## src/hdl/ist_defs.svh

```systemverilog
`ifndef IST_DEFS_SVH
`define IST_DEFS_SVH
// How it works
// - An instruction lasts the sum over all cycle kinds of its count times that kind's cost.
// - Cycles are fetch, branch read, stack, byte, word or internal; internal takes 1 state.
// - Fetch from on-chip program memory and byte access to on-chip data take 2 states each.
// - A branch address read for a memory-indirect call takes 2 states.
// - A stack cycle takes 2 states; a memory-indirect call runs 2 fetches, 1 read, 1 stack.
// - A peripheral byte access takes 2 or 3 states, chosen by which peripheral is addressed.
// - Non-memory add, add-with-extend, address add, AND, flag AND and bit ops run 1 fetch.
// - Memory bit tests: 2 fetches, 1 byte access; bit clear and set: 2 fetches, 2 bytes.
// - An 8-bit relative branch runs 2 fetches and nothing else, taken or not.

// State cost of each cycle kind
`define IST_ST_FETCH      2'd2
`define IST_ST_BRREAD     2'd2
`define IST_ST_STACK      2'd2
`define IST_ST_BYTE_MEM   2'd2
`define IST_ST_BYTE_FAST  2'd2
`define IST_ST_BYTE_SLOW  2'd3
`define IST_ST_WORD       2'd2
`define IST_ST_INTERNAL   2'd1
// Peripheral ids whose byte access needs the third state
`define IST_SLOW_PERIPH   16'hff00

// Cycle counts per operation class, 3-bit fields fetch/read/stack/byte/word/internal
`define IST_CNT_REG_ALU   18'h08000
`define IST_CNT_BIT_TEST  18'h10040
`define IST_CNT_BIT_RMW   18'h10080
`define IST_CNT_BRANCH    18'h10000
`define IST_CNT_CALL_IND  18'h11200
`define IST_CNT_ONE       3'h1
`define IST_CNT_ZERO      3'h0
`define IST_EL_ONE        6'h01
`endif

```

## src/hdl/ist_pkg.sv

```systemverilog
package ist_pkg;
  typedef enum logic [2:0] {
    OP_REG_ALU  = 3'h0,
    OP_BIT_TEST = 3'h1,
    OP_BIT_RMW  = 3'h2,
    OP_BRANCH   = 3'h3,
    OP_CALL_IND = 3'h4
  } ist_op_t;

  typedef enum logic [6:0] {
    ST_IDLE     = 7'h01,
    ST_FETCH    = 7'h02,
    ST_BRREAD   = 7'h04,
    ST_STACK    = 7'h08,
    ST_BYTE     = 7'h10,
    ST_WORD     = 7'h20,
    ST_INTERNAL = 7'h40
  } ist_state_t;

  typedef struct packed {
    logic [2:0] fetch;
    logic [2:0] brRead;
    logic [2:0] stack;
    logic [2:0] byteAcc;
    logic [2:0] wordAcc;
    logic [2:0] internal;
  } ist_cnt_t;

  typedef struct packed {
    ist_op_t    op;
    logic       periphSel;
    logic [3:0] periphId;
  } ist_req_t;
endpackage

```

## src/hdl/ist_timing.sv

```systemverilog
`timescale 1ns/10ps
`include "ist_defs.svh"
module ist_timing import ist_pkg::*; (
  input  wire logic       clk_sys,
  input  wire logic       rstn,
  input  wire logic       reqValid,
  input  ist_req_t        reqIn,
  output logic            reqReady_q,
  output ist_state_t      state_q,
  output logic            cycleStart_q,
  output logic            instrDone_q,
  output logic [5:0]      instrStates_q
);

  ist_req_t   held_q;
  ist_cnt_t   rem_q;
  logic [1:0] stateLeft_q;
  logic [5:0] elapsed_q;
  logic [5:0] expect_q;
  ist_cnt_t   remDec;
  ist_state_t nxt;
  ist_cnt_t   accCnt;
  ist_state_t accKind;
  logic       accept;
  logic       cycleEnd;
  logic       finishing;

  function automatic ist_cnt_t opCounts(input ist_op_t op);
    case (op)
      OP_BIT_TEST: opCounts = ist_cnt_t'(`IST_CNT_BIT_TEST);
      OP_BIT_RMW:  opCounts = ist_cnt_t'(`IST_CNT_BIT_RMW);
      OP_BRANCH:   opCounts = ist_cnt_t'(`IST_CNT_BRANCH);
      OP_CALL_IND: opCounts = ist_cnt_t'(`IST_CNT_CALL_IND);
      default:     opCounts = ist_cnt_t'(`IST_CNT_REG_ALU);
    endcase
  endfunction

  // Fixed cycle order keeps peripheral stretching from reordering anything
  function automatic ist_state_t nextKind(input ist_cnt_t c);
    if (c.fetch != `IST_CNT_ZERO) nextKind = ST_FETCH;
    else if (c.brRead != `IST_CNT_ZERO) nextKind = ST_BRREAD;
    else if (c.stack != `IST_CNT_ZERO) nextKind = ST_STACK;
    else if (c.byteAcc != `IST_CNT_ZERO) nextKind = ST_BYTE;
    else if (c.wordAcc != `IST_CNT_ZERO) nextKind = ST_WORD;
    else if (c.internal != `IST_CNT_ZERO) nextKind = ST_INTERNAL;
    else nextKind = ST_IDLE;
  endfunction

  function automatic logic [1:0] stateCost(input ist_state_t k, input ist_req_t r);
    case (k)
      ST_FETCH:    stateCost = `IST_ST_FETCH;
      ST_BRREAD:   stateCost = `IST_ST_BRREAD;
      ST_STACK:    stateCost = `IST_ST_STACK;
      ST_BYTE: begin
        if (!r.periphSel) begin
          stateCost = `IST_ST_BYTE_MEM;
        end else if (((`IST_SLOW_PERIPH >> r.periphId) & 16'h0001) != 16'h0000) begin
          stateCost = `IST_ST_BYTE_SLOW;
        end else begin
          stateCost = `IST_ST_BYTE_FAST;
        end
      end
      ST_WORD:     stateCost = `IST_ST_WORD;
      ST_INTERNAL: stateCost = `IST_ST_INTERNAL;
      default:     stateCost = `IST_ST_INTERNAL;
    endcase
  endfunction

  // Total cost is the weighted sum of the cycle counts
  function automatic logic [5:0] totalCost(input ist_cnt_t c, input ist_req_t r);
    totalCost = 6'(c.fetch) * 6'(stateCost(ST_FETCH, r))
              + 6'(c.brRead) * 6'(stateCost(ST_BRREAD, r))
              + 6'(c.stack) * 6'(stateCost(ST_STACK, r))
              + 6'(c.byteAcc) * 6'(stateCost(ST_BYTE, r))
              + 6'(c.wordAcc) * 6'(stateCost(ST_WORD, r))
              + 6'(c.internal) * 6'(stateCost(ST_INTERNAL, r));
  endfunction

  always_comb begin
    accept    = reqValid && reqReady_q;
    accCnt    = opCounts(reqIn.op);
    accKind   = nextKind(accCnt);
    cycleEnd  = (state_q != ST_IDLE) && (stateLeft_q == 2'd0);
    remDec    = rem_q;
    case (state_q)
      ST_FETCH:    remDec.fetch    = rem_q.fetch - `IST_CNT_ONE;
      ST_BRREAD:   remDec.brRead   = rem_q.brRead - `IST_CNT_ONE;
      ST_STACK:    remDec.stack    = rem_q.stack - `IST_CNT_ONE;
      ST_BYTE:     remDec.byteAcc  = rem_q.byteAcc - `IST_CNT_ONE;
      ST_WORD:     remDec.wordAcc  = rem_q.wordAcc - `IST_CNT_ONE;
      ST_INTERNAL: remDec.internal = rem_q.internal - `IST_CNT_ONE;
      default:     remDec          = rem_q;
    endcase
    nxt       = nextKind(remDec);
    finishing = cycleEnd && (nxt == ST_IDLE);
  end

  // Cycle sequencer: hold each cycle for its full cost
  always_ff @(posedge clk_sys or negedge rstn) begin
    if (!rstn) begin
      state_q     <= ST_IDLE;
      rem_q       <= '0;
      stateLeft_q <= 2'd0;
      held_q      <= '0;
    end else if (accept) begin
      state_q     <= accKind;
      rem_q       <= accCnt;
      held_q      <= reqIn;
      stateLeft_q <= stateCost(accKind, reqIn) - 2'd1;
    end else if (cycleEnd) begin
      state_q     <= nxt;
      rem_q       <= remDec;
      stateLeft_q <= (nxt == ST_IDLE) ? 2'd0 : stateCost(nxt, held_q) - 2'd1;
    end else if (state_q != ST_IDLE) begin
      stateLeft_q <= stateLeft_q - 2'd1;
    end
  end

  always_ff @(posedge clk_sys or negedge rstn) begin
    if (!rstn) begin
      reqReady_q   <= 1'b1;
      cycleStart_q <= 1'b0;
      instrDone_q  <= 1'b0;
    end else begin
      reqReady_q   <= accept ? 1'b0 : (finishing || reqReady_q);
      cycleStart_q <= accept || (cycleEnd && nxt != ST_IDLE);
      instrDone_q  <= finishing;
    end
  end

  // State counting; the result is only published at the end of the instruction
  always_ff @(posedge clk_sys or negedge rstn) begin
    if (!rstn) begin
      elapsed_q     <= 6'h00;
      expect_q      <= 6'h00;
      instrStates_q <= 6'h00;
    end else if (accept) begin
      elapsed_q <= `IST_EL_ONE;
      expect_q  <= totalCost(accCnt, reqIn);
    end else if (finishing) begin
      instrStates_q <= elapsed_q;
    end else if (state_q != ST_IDLE) begin
      elapsed_q <= elapsed_q + `IST_EL_ONE;
    end
  end

  property p_total;
    @(posedge clk_sys) disable iff (!rstn) instrDone_q |-> instrStates_q == expect_q;
  endproperty
  a_total: assert property (p_total) else $error("instruction state total wrong");

  // No op class issues internal cycles yet; this guards any class that address_add_op them
  property p_internal;
    @(posedge clk_sys) disable iff (!rstn)
      cycleStart_q && state_q == ST_INTERNAL |=> cycleStart_q || instrDone_q;
  endproperty
  a_internal: assert property (p_internal) else $error("internal cycle too long");

  property p_fetch;
    @(posedge clk_sys) disable iff (!rstn) cycleStart_q && state_q == ST_FETCH
      |=> !cycleStart_q && state_q == ST_FETCH ##1 (cycleStart_q || instrDone_q);
  endproperty
  a_fetch: assert property (p_fetch) else $error("fetch not 2 states");

  property p_brread;
    @(posedge clk_sys) disable iff (!rstn) cycleStart_q && state_q == ST_BRREAD
      |=> !cycleStart_q && state_q == ST_BRREAD;
  endproperty
  a_brread: assert property (p_brread) else $error("branch read not 2 states");

  property p_call;
    @(posedge clk_sys) disable iff (!rstn) accept && reqIn.op == OP_CALL_IND
      |=> state_q == ST_FETCH ##2 state_q == ST_FETCH ##2 state_q == ST_BRREAD
      ##2 state_q == ST_STACK ##2 instrDone_q;
  endproperty
  a_call: assert property (p_call) else $error("indirect call sequence wrong");

  property p_slow;
    @(posedge clk_sys) disable iff (!rstn)
      cycleStart_q && state_q == ST_BYTE && held_q.periphSel && held_q.periphId[3]
      |=> !cycleStart_q [*2] ##1 (cycleStart_q || instrDone_q);
  endproperty
  a_slow: assert property (p_slow) else $error("slow byte access not 3 states");

  property p_fast;
    @(posedge clk_sys) disable iff (!rstn)
      cycleStart_q && state_q == ST_BYTE && !(held_q.periphSel && held_q.periphId[3])
      |=> !cycleStart_q ##1 (cycleStart_q || instrDone_q);
  endproperty
  a_fast: assert property (p_fast) else $error("fast byte access not 2 states");

  property p_alu;
    @(posedge clk_sys) disable iff (!rstn) accept && reqIn.op == OP_REG_ALU |-> ##3 instrDone_q;
  endproperty
  a_alu: assert property (p_alu) else $error("single fetch op wrong length");

  property p_rmw;
    @(posedge clk_sys) disable iff (!rstn)
      accept && reqIn.op == OP_BIT_RMW && !reqIn.periphSel |-> ##9 instrDone_q;
  endproperty
  a_rmw: assert property (p_rmw) else $error("bit set or clear wrong length");

  property p_test;
    @(posedge clk_sys) disable iff (!rstn)
      accept && reqIn.op == OP_BIT_TEST && !reqIn.periphSel |-> ##7 instrDone_q;
  endproperty
  a_test: assert property (p_test) else $error("bit test wrong length");

  property p_branch;
    @(posedge clk_sys) disable iff (!rstn)
      accept && reqIn.op == OP_BRANCH |-> ##5 instrDone_q && instrStates_q == 6'h04;
  endproperty
  a_branch: assert property (p_branch) else $error("branch not 4 states");

  property p_order;
    @(posedge clk_sys) disable iff (!rstn)
      $changed(state_q) && state_q != ST_IDLE |-> cycleStart_q;
  endproperty
  a_order: assert property (p_order) else $error("cycle changed mid-cost");

  // Ready must track idleness exactly, or a second instruction could overlap
  property p_ready;
    @(posedge clk_sys) disable iff (!rstn) reqReady_q == (state_q == ST_IDLE);
  endproperty
  a_ready: assert property (p_ready) else $error("ready out of step with idle");

  c_call:   cover property (@(posedge clk_sys) accept && reqIn.op == OP_CALL_IND);
  c_slow:   cover property (@(posedge clk_sys)
                            cycleStart_q && state_q == ST_BYTE && held_q.periphId[3]);
  c_b2b:    cover property (@(posedge clk_sys) instrDone_q && accept);
  c_rmw:    cover property (@(posedge clk_sys) accept && reqIn.op == OP_BIT_RMW && reqIn.periphSel);
  c_fast:   cover property (@(posedge clk_sys) cycleStart_q && state_q == ST_BYTE && !held_q.periphSel);
endmodule

```

## config.mk

```make
export PLATFORM = sky130hd
export DESIGN_NAME = ist_timing
export DESIGN_NICKNAME = d
export VERILOG_FILES = /design/src/hdl/ist_pkg.sv /design/src/hdl/ist_timing.sv
export VERILOG_INCLUDE_DIRS = /design/src /design/src/hdl
export SDC_FILE = /design/constraint.sdc
export NUM_CORES = 1
export LEC_CHECK = 0
export BUFFER_PORTS_ARGS = -buffer_cell sky130_fd_sc_hd__buf_2
export CAP_MARGIN = 20
export CORE_MARGIN = 10
export CORE_UTILIZATION = 60
export CTS_BUF_LIST = sky130_fd_sc_hd__clkbuf_8
export CTS_CLUSTER_SIZE = 25
export DETAILED_ROUTE_END_ITERATION = 10
export PLACE_DENSITY_LB_ADDON = 0.2
export SYNTH_ARGS = -nofsm -noshare
export SYNTH_HDL_FRONTEND = slang
export SYNTH_SLANG_ARGS = --single-unit
```

## constraint.sdc

```tcl
create_clock -name clk_sys -period 8.98 [get_ports clk_sys]
set_input_delay 1.796 -clock clk_sys [delete_from_list [all_inputs] [get_ports clk_sys]]
set_output_delay 1.796 -clock clk_sys [all_outputs]
set_load 0.005 [all_outputs]
```

# Word-level counts from Yosys, hierarchy flattened
# Cells that the tools add are included.
[word_totals] ff_bits=47 inputBits=11 out_inout_bits=16 wordCells=118
[op_classes] n_addsub=10 eq_ne=24 shift=2 n_mux=40 bitwise_logic=1 reduce_logical=26
[ops] cell="two-way mux 7 bit" n=14
[ops] cell="case mux 17 bit (4 select lines)" n=1
[ops] cell="nonzero test 3 bit" n=13
[ops] cell="two-way mux 18 bit" n=2
[ops] cell=">> shifter 16 x 4 -> 1 bit, first input constant" n=2
[ops] cell="equality test 7 x 2 -> 1 bit, second input constant" n=3
[ops] cell="equality test 7 x 3 -> 1 bit, second input constant" n=3
[ops] cell="equality test 7 x 4 -> 1 bit, second input constant" n=3
[ops] cell="equality test 7 x 5 -> 1 bit, second input constant" n=3
[ops] cell="equality test 7 x 6 -> 1 bit, second input constant" n=3
[ops] cell="two-way mux 3 bit" n=6
[ops] cell="two-way mux 6 bit" n=3
[ops] cell="subtractor 3 x 1 -> 3 bit, second input constant" n=6
[ops] cell="two-way mux 2 bit" n=8
[ops] cell="inequality test 7 x 1 -> 1 bit, second input constant" n=2
[ops] cell="case mux 2 bit (2 select lines)" n=2
[ops] cell="OR reduction 4 bit" n=2
[ops] cell="equality test 7 x 1 -> 1 bit, second input constant" n=1
[ops] cell="equality test 7 bit, second input constant" n=1
[ops] cell="adder 6 x 1 -> 6 bit, second input constant" n=1
[ops] cell="equality test 3 x 2 -> 1 bit, second input constant" n=2
[ops] cell="subtractor 2 x 1 -> 2 bit, second input constant" n=3
[ops] cell="logical AND 1 bit" n=4
[ops] cell="two-way mux 1 bit" n=4
[ops] cell="8 further kinds" n=11

# Depth between registers and ports, before layout
[logic_depth] ltp_word=18 depth_mapped=10 mapped_depth_nobuf=9

# Worst setup path before layout
# Ideal clock, no wire load.
[synth_timing] kind="flip-flop to flip-flop" start="register state_q[3]" end="register instrStates_q[0]" setup_time_ps=125 t_arrival_ps=2836 t_required_ps=8855 path_slack_ps=6019 stages_incl_launch_ff=8 n_path_buf=1 period_less_slack_ps=2961 path_cell_list="dfrtp_1 > buf_6 > or4b_1 > or4_4 > a222oi_1 > nand3_2 > nor3_4 > mux2_2"
[synth_via] elab_chain_len=12 elab_cells_between_ends=29 classes_between="eq/ne (8); mux (12); reduce/logical (9)"
[synth_rtl] element="start: declaration" line_no="ist_timing.sv:9" text="output ist_state_t state_q,"
[synth_rtl] element="start signal: assignment" line_no="ist_timing.sv:106" text="state_q <= accKind;"
[synth_rtl] element="start signal: assignment" line_no="ist_timing.sv:111" text="state_q <= nxt;"
[synth_rtl] element="equality test 7 bit" line_no="ist_timing.sv:85" text="case (state_q)"
[synth_rtl] element="two-way mux 3 bit" line_no="ist_timing.sv:85"
[synth_rtl] element="nonzero test 3 bit (no source line)"
[synth_rtl] element="two-way mux 7 bit" line_no="ist_timing.sv:45" text="else if (c.internal != `IST_CNT_ZERO) nextKind = ST_INTERNAL;"
[synth_rtl] element="two-way mux 7 bit" line_no="ist_timing.sv:44" text="else if (c.wordAcc != `IST_CNT_ZERO) nextKind = ST_WORD;"
[synth_rtl] element="two-way mux 7 bit" line_no="ist_timing.sv:43" text="else if (c.byteAcc != `IST_CNT_ZERO) nextKind = ST_BYTE;"
[synth_rtl] element="two-way mux 7 bit" line_no="ist_timing.sv:42" text="else if (c.stack != `IST_CNT_ZERO) nextKind = ST_STACK;"
[synth_rtl] element="two-way mux 7 bit" line_no="ist_timing.sv:41" text="else if (c.brRead != `IST_CNT_ZERO) nextKind = ST_BRREAD;"
[synth_rtl] element="two-way mux 7 bit" line_no="ist_timing.sv:40" text="if (c.fetch != `IST_CNT_ZERO) nextKind = ST_FETCH;"
[synth_rtl] element="equality test 7 x 1 -> 1 bit" line_no="ist_timing.sv:95" text="finishing = cycleEnd && (nxt == ST_IDLE);"
[synth_rtl] element="logical AND 1 bit (*)" line_no="ist_timing.sv:95"
[synth_rtl] element="AND reduction 2 bit (no source line) (*)"
[synth_rtl] element="end signal: assignment" line_no="ist_timing.sv:141" text="instrStates_q <= elapsed_q;"
[synth_rtl] element="end: declaration" line_no="ist_timing.sv:12" text="output logic [5:0] instrStates_q"
# Mark *: on every way between the ends. The rest lies on a longest branch, timed or not.
# A chain may end at the register's enable or synchronous reset.

# Final worst setup path
[layout_timing] start="register state_q[3]" end="register instrStates_q[2]"
# The elaborated chain is that of the path after synthesis.

==> flow_summary.ini <==
[run_status]
status = complete, no violations

[setup_path]
crit_start = state_q[3]$_DFFE_PN0P_
timing.rr.end = instrStates_q[2]$_DFFE_PN0N_
cp.required_ns = 9.17
end_kind = register
rr_startpoint = state_q[3]$_DFFE_PN0P_
r2r_slack_ns = 5.65
start_kind = register
crit_type = reg -> reg
cp.arrival_ns = 3.52
worstPathMaxFanout = 11
r2r.worst_path.cells = 6

[global_routing]
grt_pass1_wl_um = 9400
grt_max_degree = 45
grt_pass1_vias = 2065
gr-usage-all-layers_pct = 15.4
gr-total-overflow = 0
antenna_found_initial = 0

[finish]
num-fill-cells = 342
layout-drive-gt1-share_pct = 15.5
fin_nets = 314
final_core_util_pct = 68.6
final-instance-count-excl-fill = 346
diodes = 0
area_growth_pct = 9.77
multi_input_area_sq_mm = 0.00130
seq_area_sq_mm = 0.00110

[logic_synthesis]
async_flop_share_pct = 100
synth-seq-cells = 44
synth_xor_area_share_pct = 6.56
synth_area_leader_cell = dfrtp_1
synthCells = 277
yosysWarnings = 0
synth_edf_count = 0
synthTopCellsByArea = dfrtp_1, nor2_1, xnor2_1, a21oi_1, ha_1
synth_compound_area_share_pct = 10.7
ys_types = 47
synthFlopType = dfrtp_1
synthMuxAreaShare_pct = 4.69
synth_top_family_by_area = simple AND/OR/NAND/NOR gates
synthTopCellsByCount = dfrtp_1, nor2_1, a21oi_1, nand2_1, inv_1
synth.top_cell.area_share_pct = 41.5
synthSimpleGateAreaFrac_pct = 25.4
synth_adder_area_share_pct = 3.95
netlist_area_sq_mm = 0.00253
syn-num-nets = 296
seq_area_frac_synth_pct = 43.5
syn_area_per_cell_sq_um = 9.15
yosysMostFrequentCell = dfrtp_1

[floorplan]
die_h_um = 85
die_area_sq_mm = 0.00723
die_x_um = 85
core_region_area_sq_mm = 0.00406
num_rows = 23
start_util_pct = 62.5
io_pins = 27

[placed_design]
place_congestion = 0.820
hpwl_um = 3810
portBuffers = 23
dpl.cell_count = 338

[cts]
post_cts_buffers = 0
clock_latency_ns = 0.31
clockBufferDepth = 2
clkSlewWorstSetupHoldPaths_ns = 0.08
htreeDepth = 2
clock_sinks = 44
cts_tree = yes
cts_buffers = 5
hold_buffers = 0
cts_root_buf = clkbuf_8
ctsResizeCount = 0

[sta]
fin_crit_ns = 3.33
relSlewSlack_pct = 36.4
max_freq_mhz = 301
clock_skew_ns = 0.0135
slew_viol_final = 0
setup_viol = 0
rsz0062_at_grt = no
hold_viol_final = 0
final.period_utilization_pct = 37.0
tns_ns = 0
worst_pin_slew_ns = 0.954

[pwr]
powerDensity_mw_per_mm2 = 270
cellLeakagePower_nw = 1.33
peakVddDrop_mv = 0.178

[detailed_routing]
drt_iter0_drc = 159
vias = 2037
drtPass1Iterations = 4
routed_wl_um = 5340
avgRoutedWirePerCell_um = 15.4
antenna_left = 0
routed_via_density = 5.89
drc = 0

[run]
maxCapViolCount = 0

[hold_path]
min-delay-start = held_q[3]$_DFFE_PN0P_
min_path_cells = 2
hold_class = reg -> reg
holdPathEnd = held_q[3]$_DFFE_PN0P_
-- layer usage --
metal	share of wire, %	GRT usage, %	vias to the layer above
met5	0	0	-
met4	1.3	4.49	0
met3	4.7	4.59	7
met2	48	24.7	35
met1	47	19.5	992
li1	-	-	1003
-- registers in the layout, indices dropped and copies added, names as in the netlist, 2 cells and up --
signal,cells
held_q,2
elapsed_q,6
rem_q,18
instrStates_q,6
stateLeft_q,2
state_q,7
-- cell families after synthesis --
| kind of cell | after synthesis |
|---|---|
| AO/OA/AOI/OAI | 45 |
| XOR/XNOR | 19 |
| adder cells (fa/ha/maj) | 8 |
| buffers and inverters | 32 |
| flip-flops | 44 |
| multiplexers | 11 |
| AND/OR/NAND/NOR | 118 |
-- area by class of cell --
class                   count  area share (%)
multi-input cells         201            46.8
flip-flops and latches     44            39.7
repair buffers             24            4.41
clock buffers               6            2.97
inverters                  19            2.56
well taps                  50            2.25
clock inverters             2            1.39
-- through the flow --
stage	setup slack, ns	hold slack [ns]	total power, mW	area [sq um]
after floorplan	6.02	0.459	0.525	2530
after global placement	5.67	0.479	0.577	2660
after detailed placement	5.67	0.480	0.592	2660
after CTS	5.66	0.502	0.755	2780
after global routing	5.47	0.519	0.812	2780
final	5.65	0.498	0.751	2780
-- where the power goes --
part | switching [mW] | internal (mW) | total [mW] | leakage [nW]
registers | 0.0503 | 0.251 | 0.302 | 0.560
logic | 0.157 | 0.131 | 0.288 | 0.714
clock network | 0.0699 | 0.0910 | 0.161 | 0.0614
-- placed cells by master, fill, tap and decap left out, types with 8 or more instances in the layout --
master / n
nand3_1: 8
nand2_1: 21
a21oi_1: 21
xnor2_1: 14
buf_2: 23
nor2_1: 33
inv_1: 19
nand4_1: 8
o21ai_0: 8
dfrtp_1: 42
ha_1: 8
-- worst max path at each step --
stage                                   endpoint  slack (ns)  depth (start not counted)
global placement    instrStates_q[1]$_DFFE_PN0N_        5.67                          6
floorplan           instrStates_q[0]$_DFFE_PN0N_        6.02                          7
global route        instrStates_q[0]$_DFFE_PN0N_        5.47                          6
CTS                 instrStates_q[2]$_DFFE_PN0N_        5.66                          6
detailed placement  instrStates_q[5]$_DFFE_PN0N_        5.67                          6
finish              instrStates_q[2]$_DFFE_PN0N_        5.65                          6
-- worst max-delay path, stage by stage, from the launching register on --
cell	delay [ns]
dfrtp_1	0.51
or4b_1	0.58
or4_4	0.54
a222oi_1	0.57
nand3_2	0.23
nor3_4	0.40
mux2_2	0.39
Note: power is estimated with default switching activity, not from simulation.
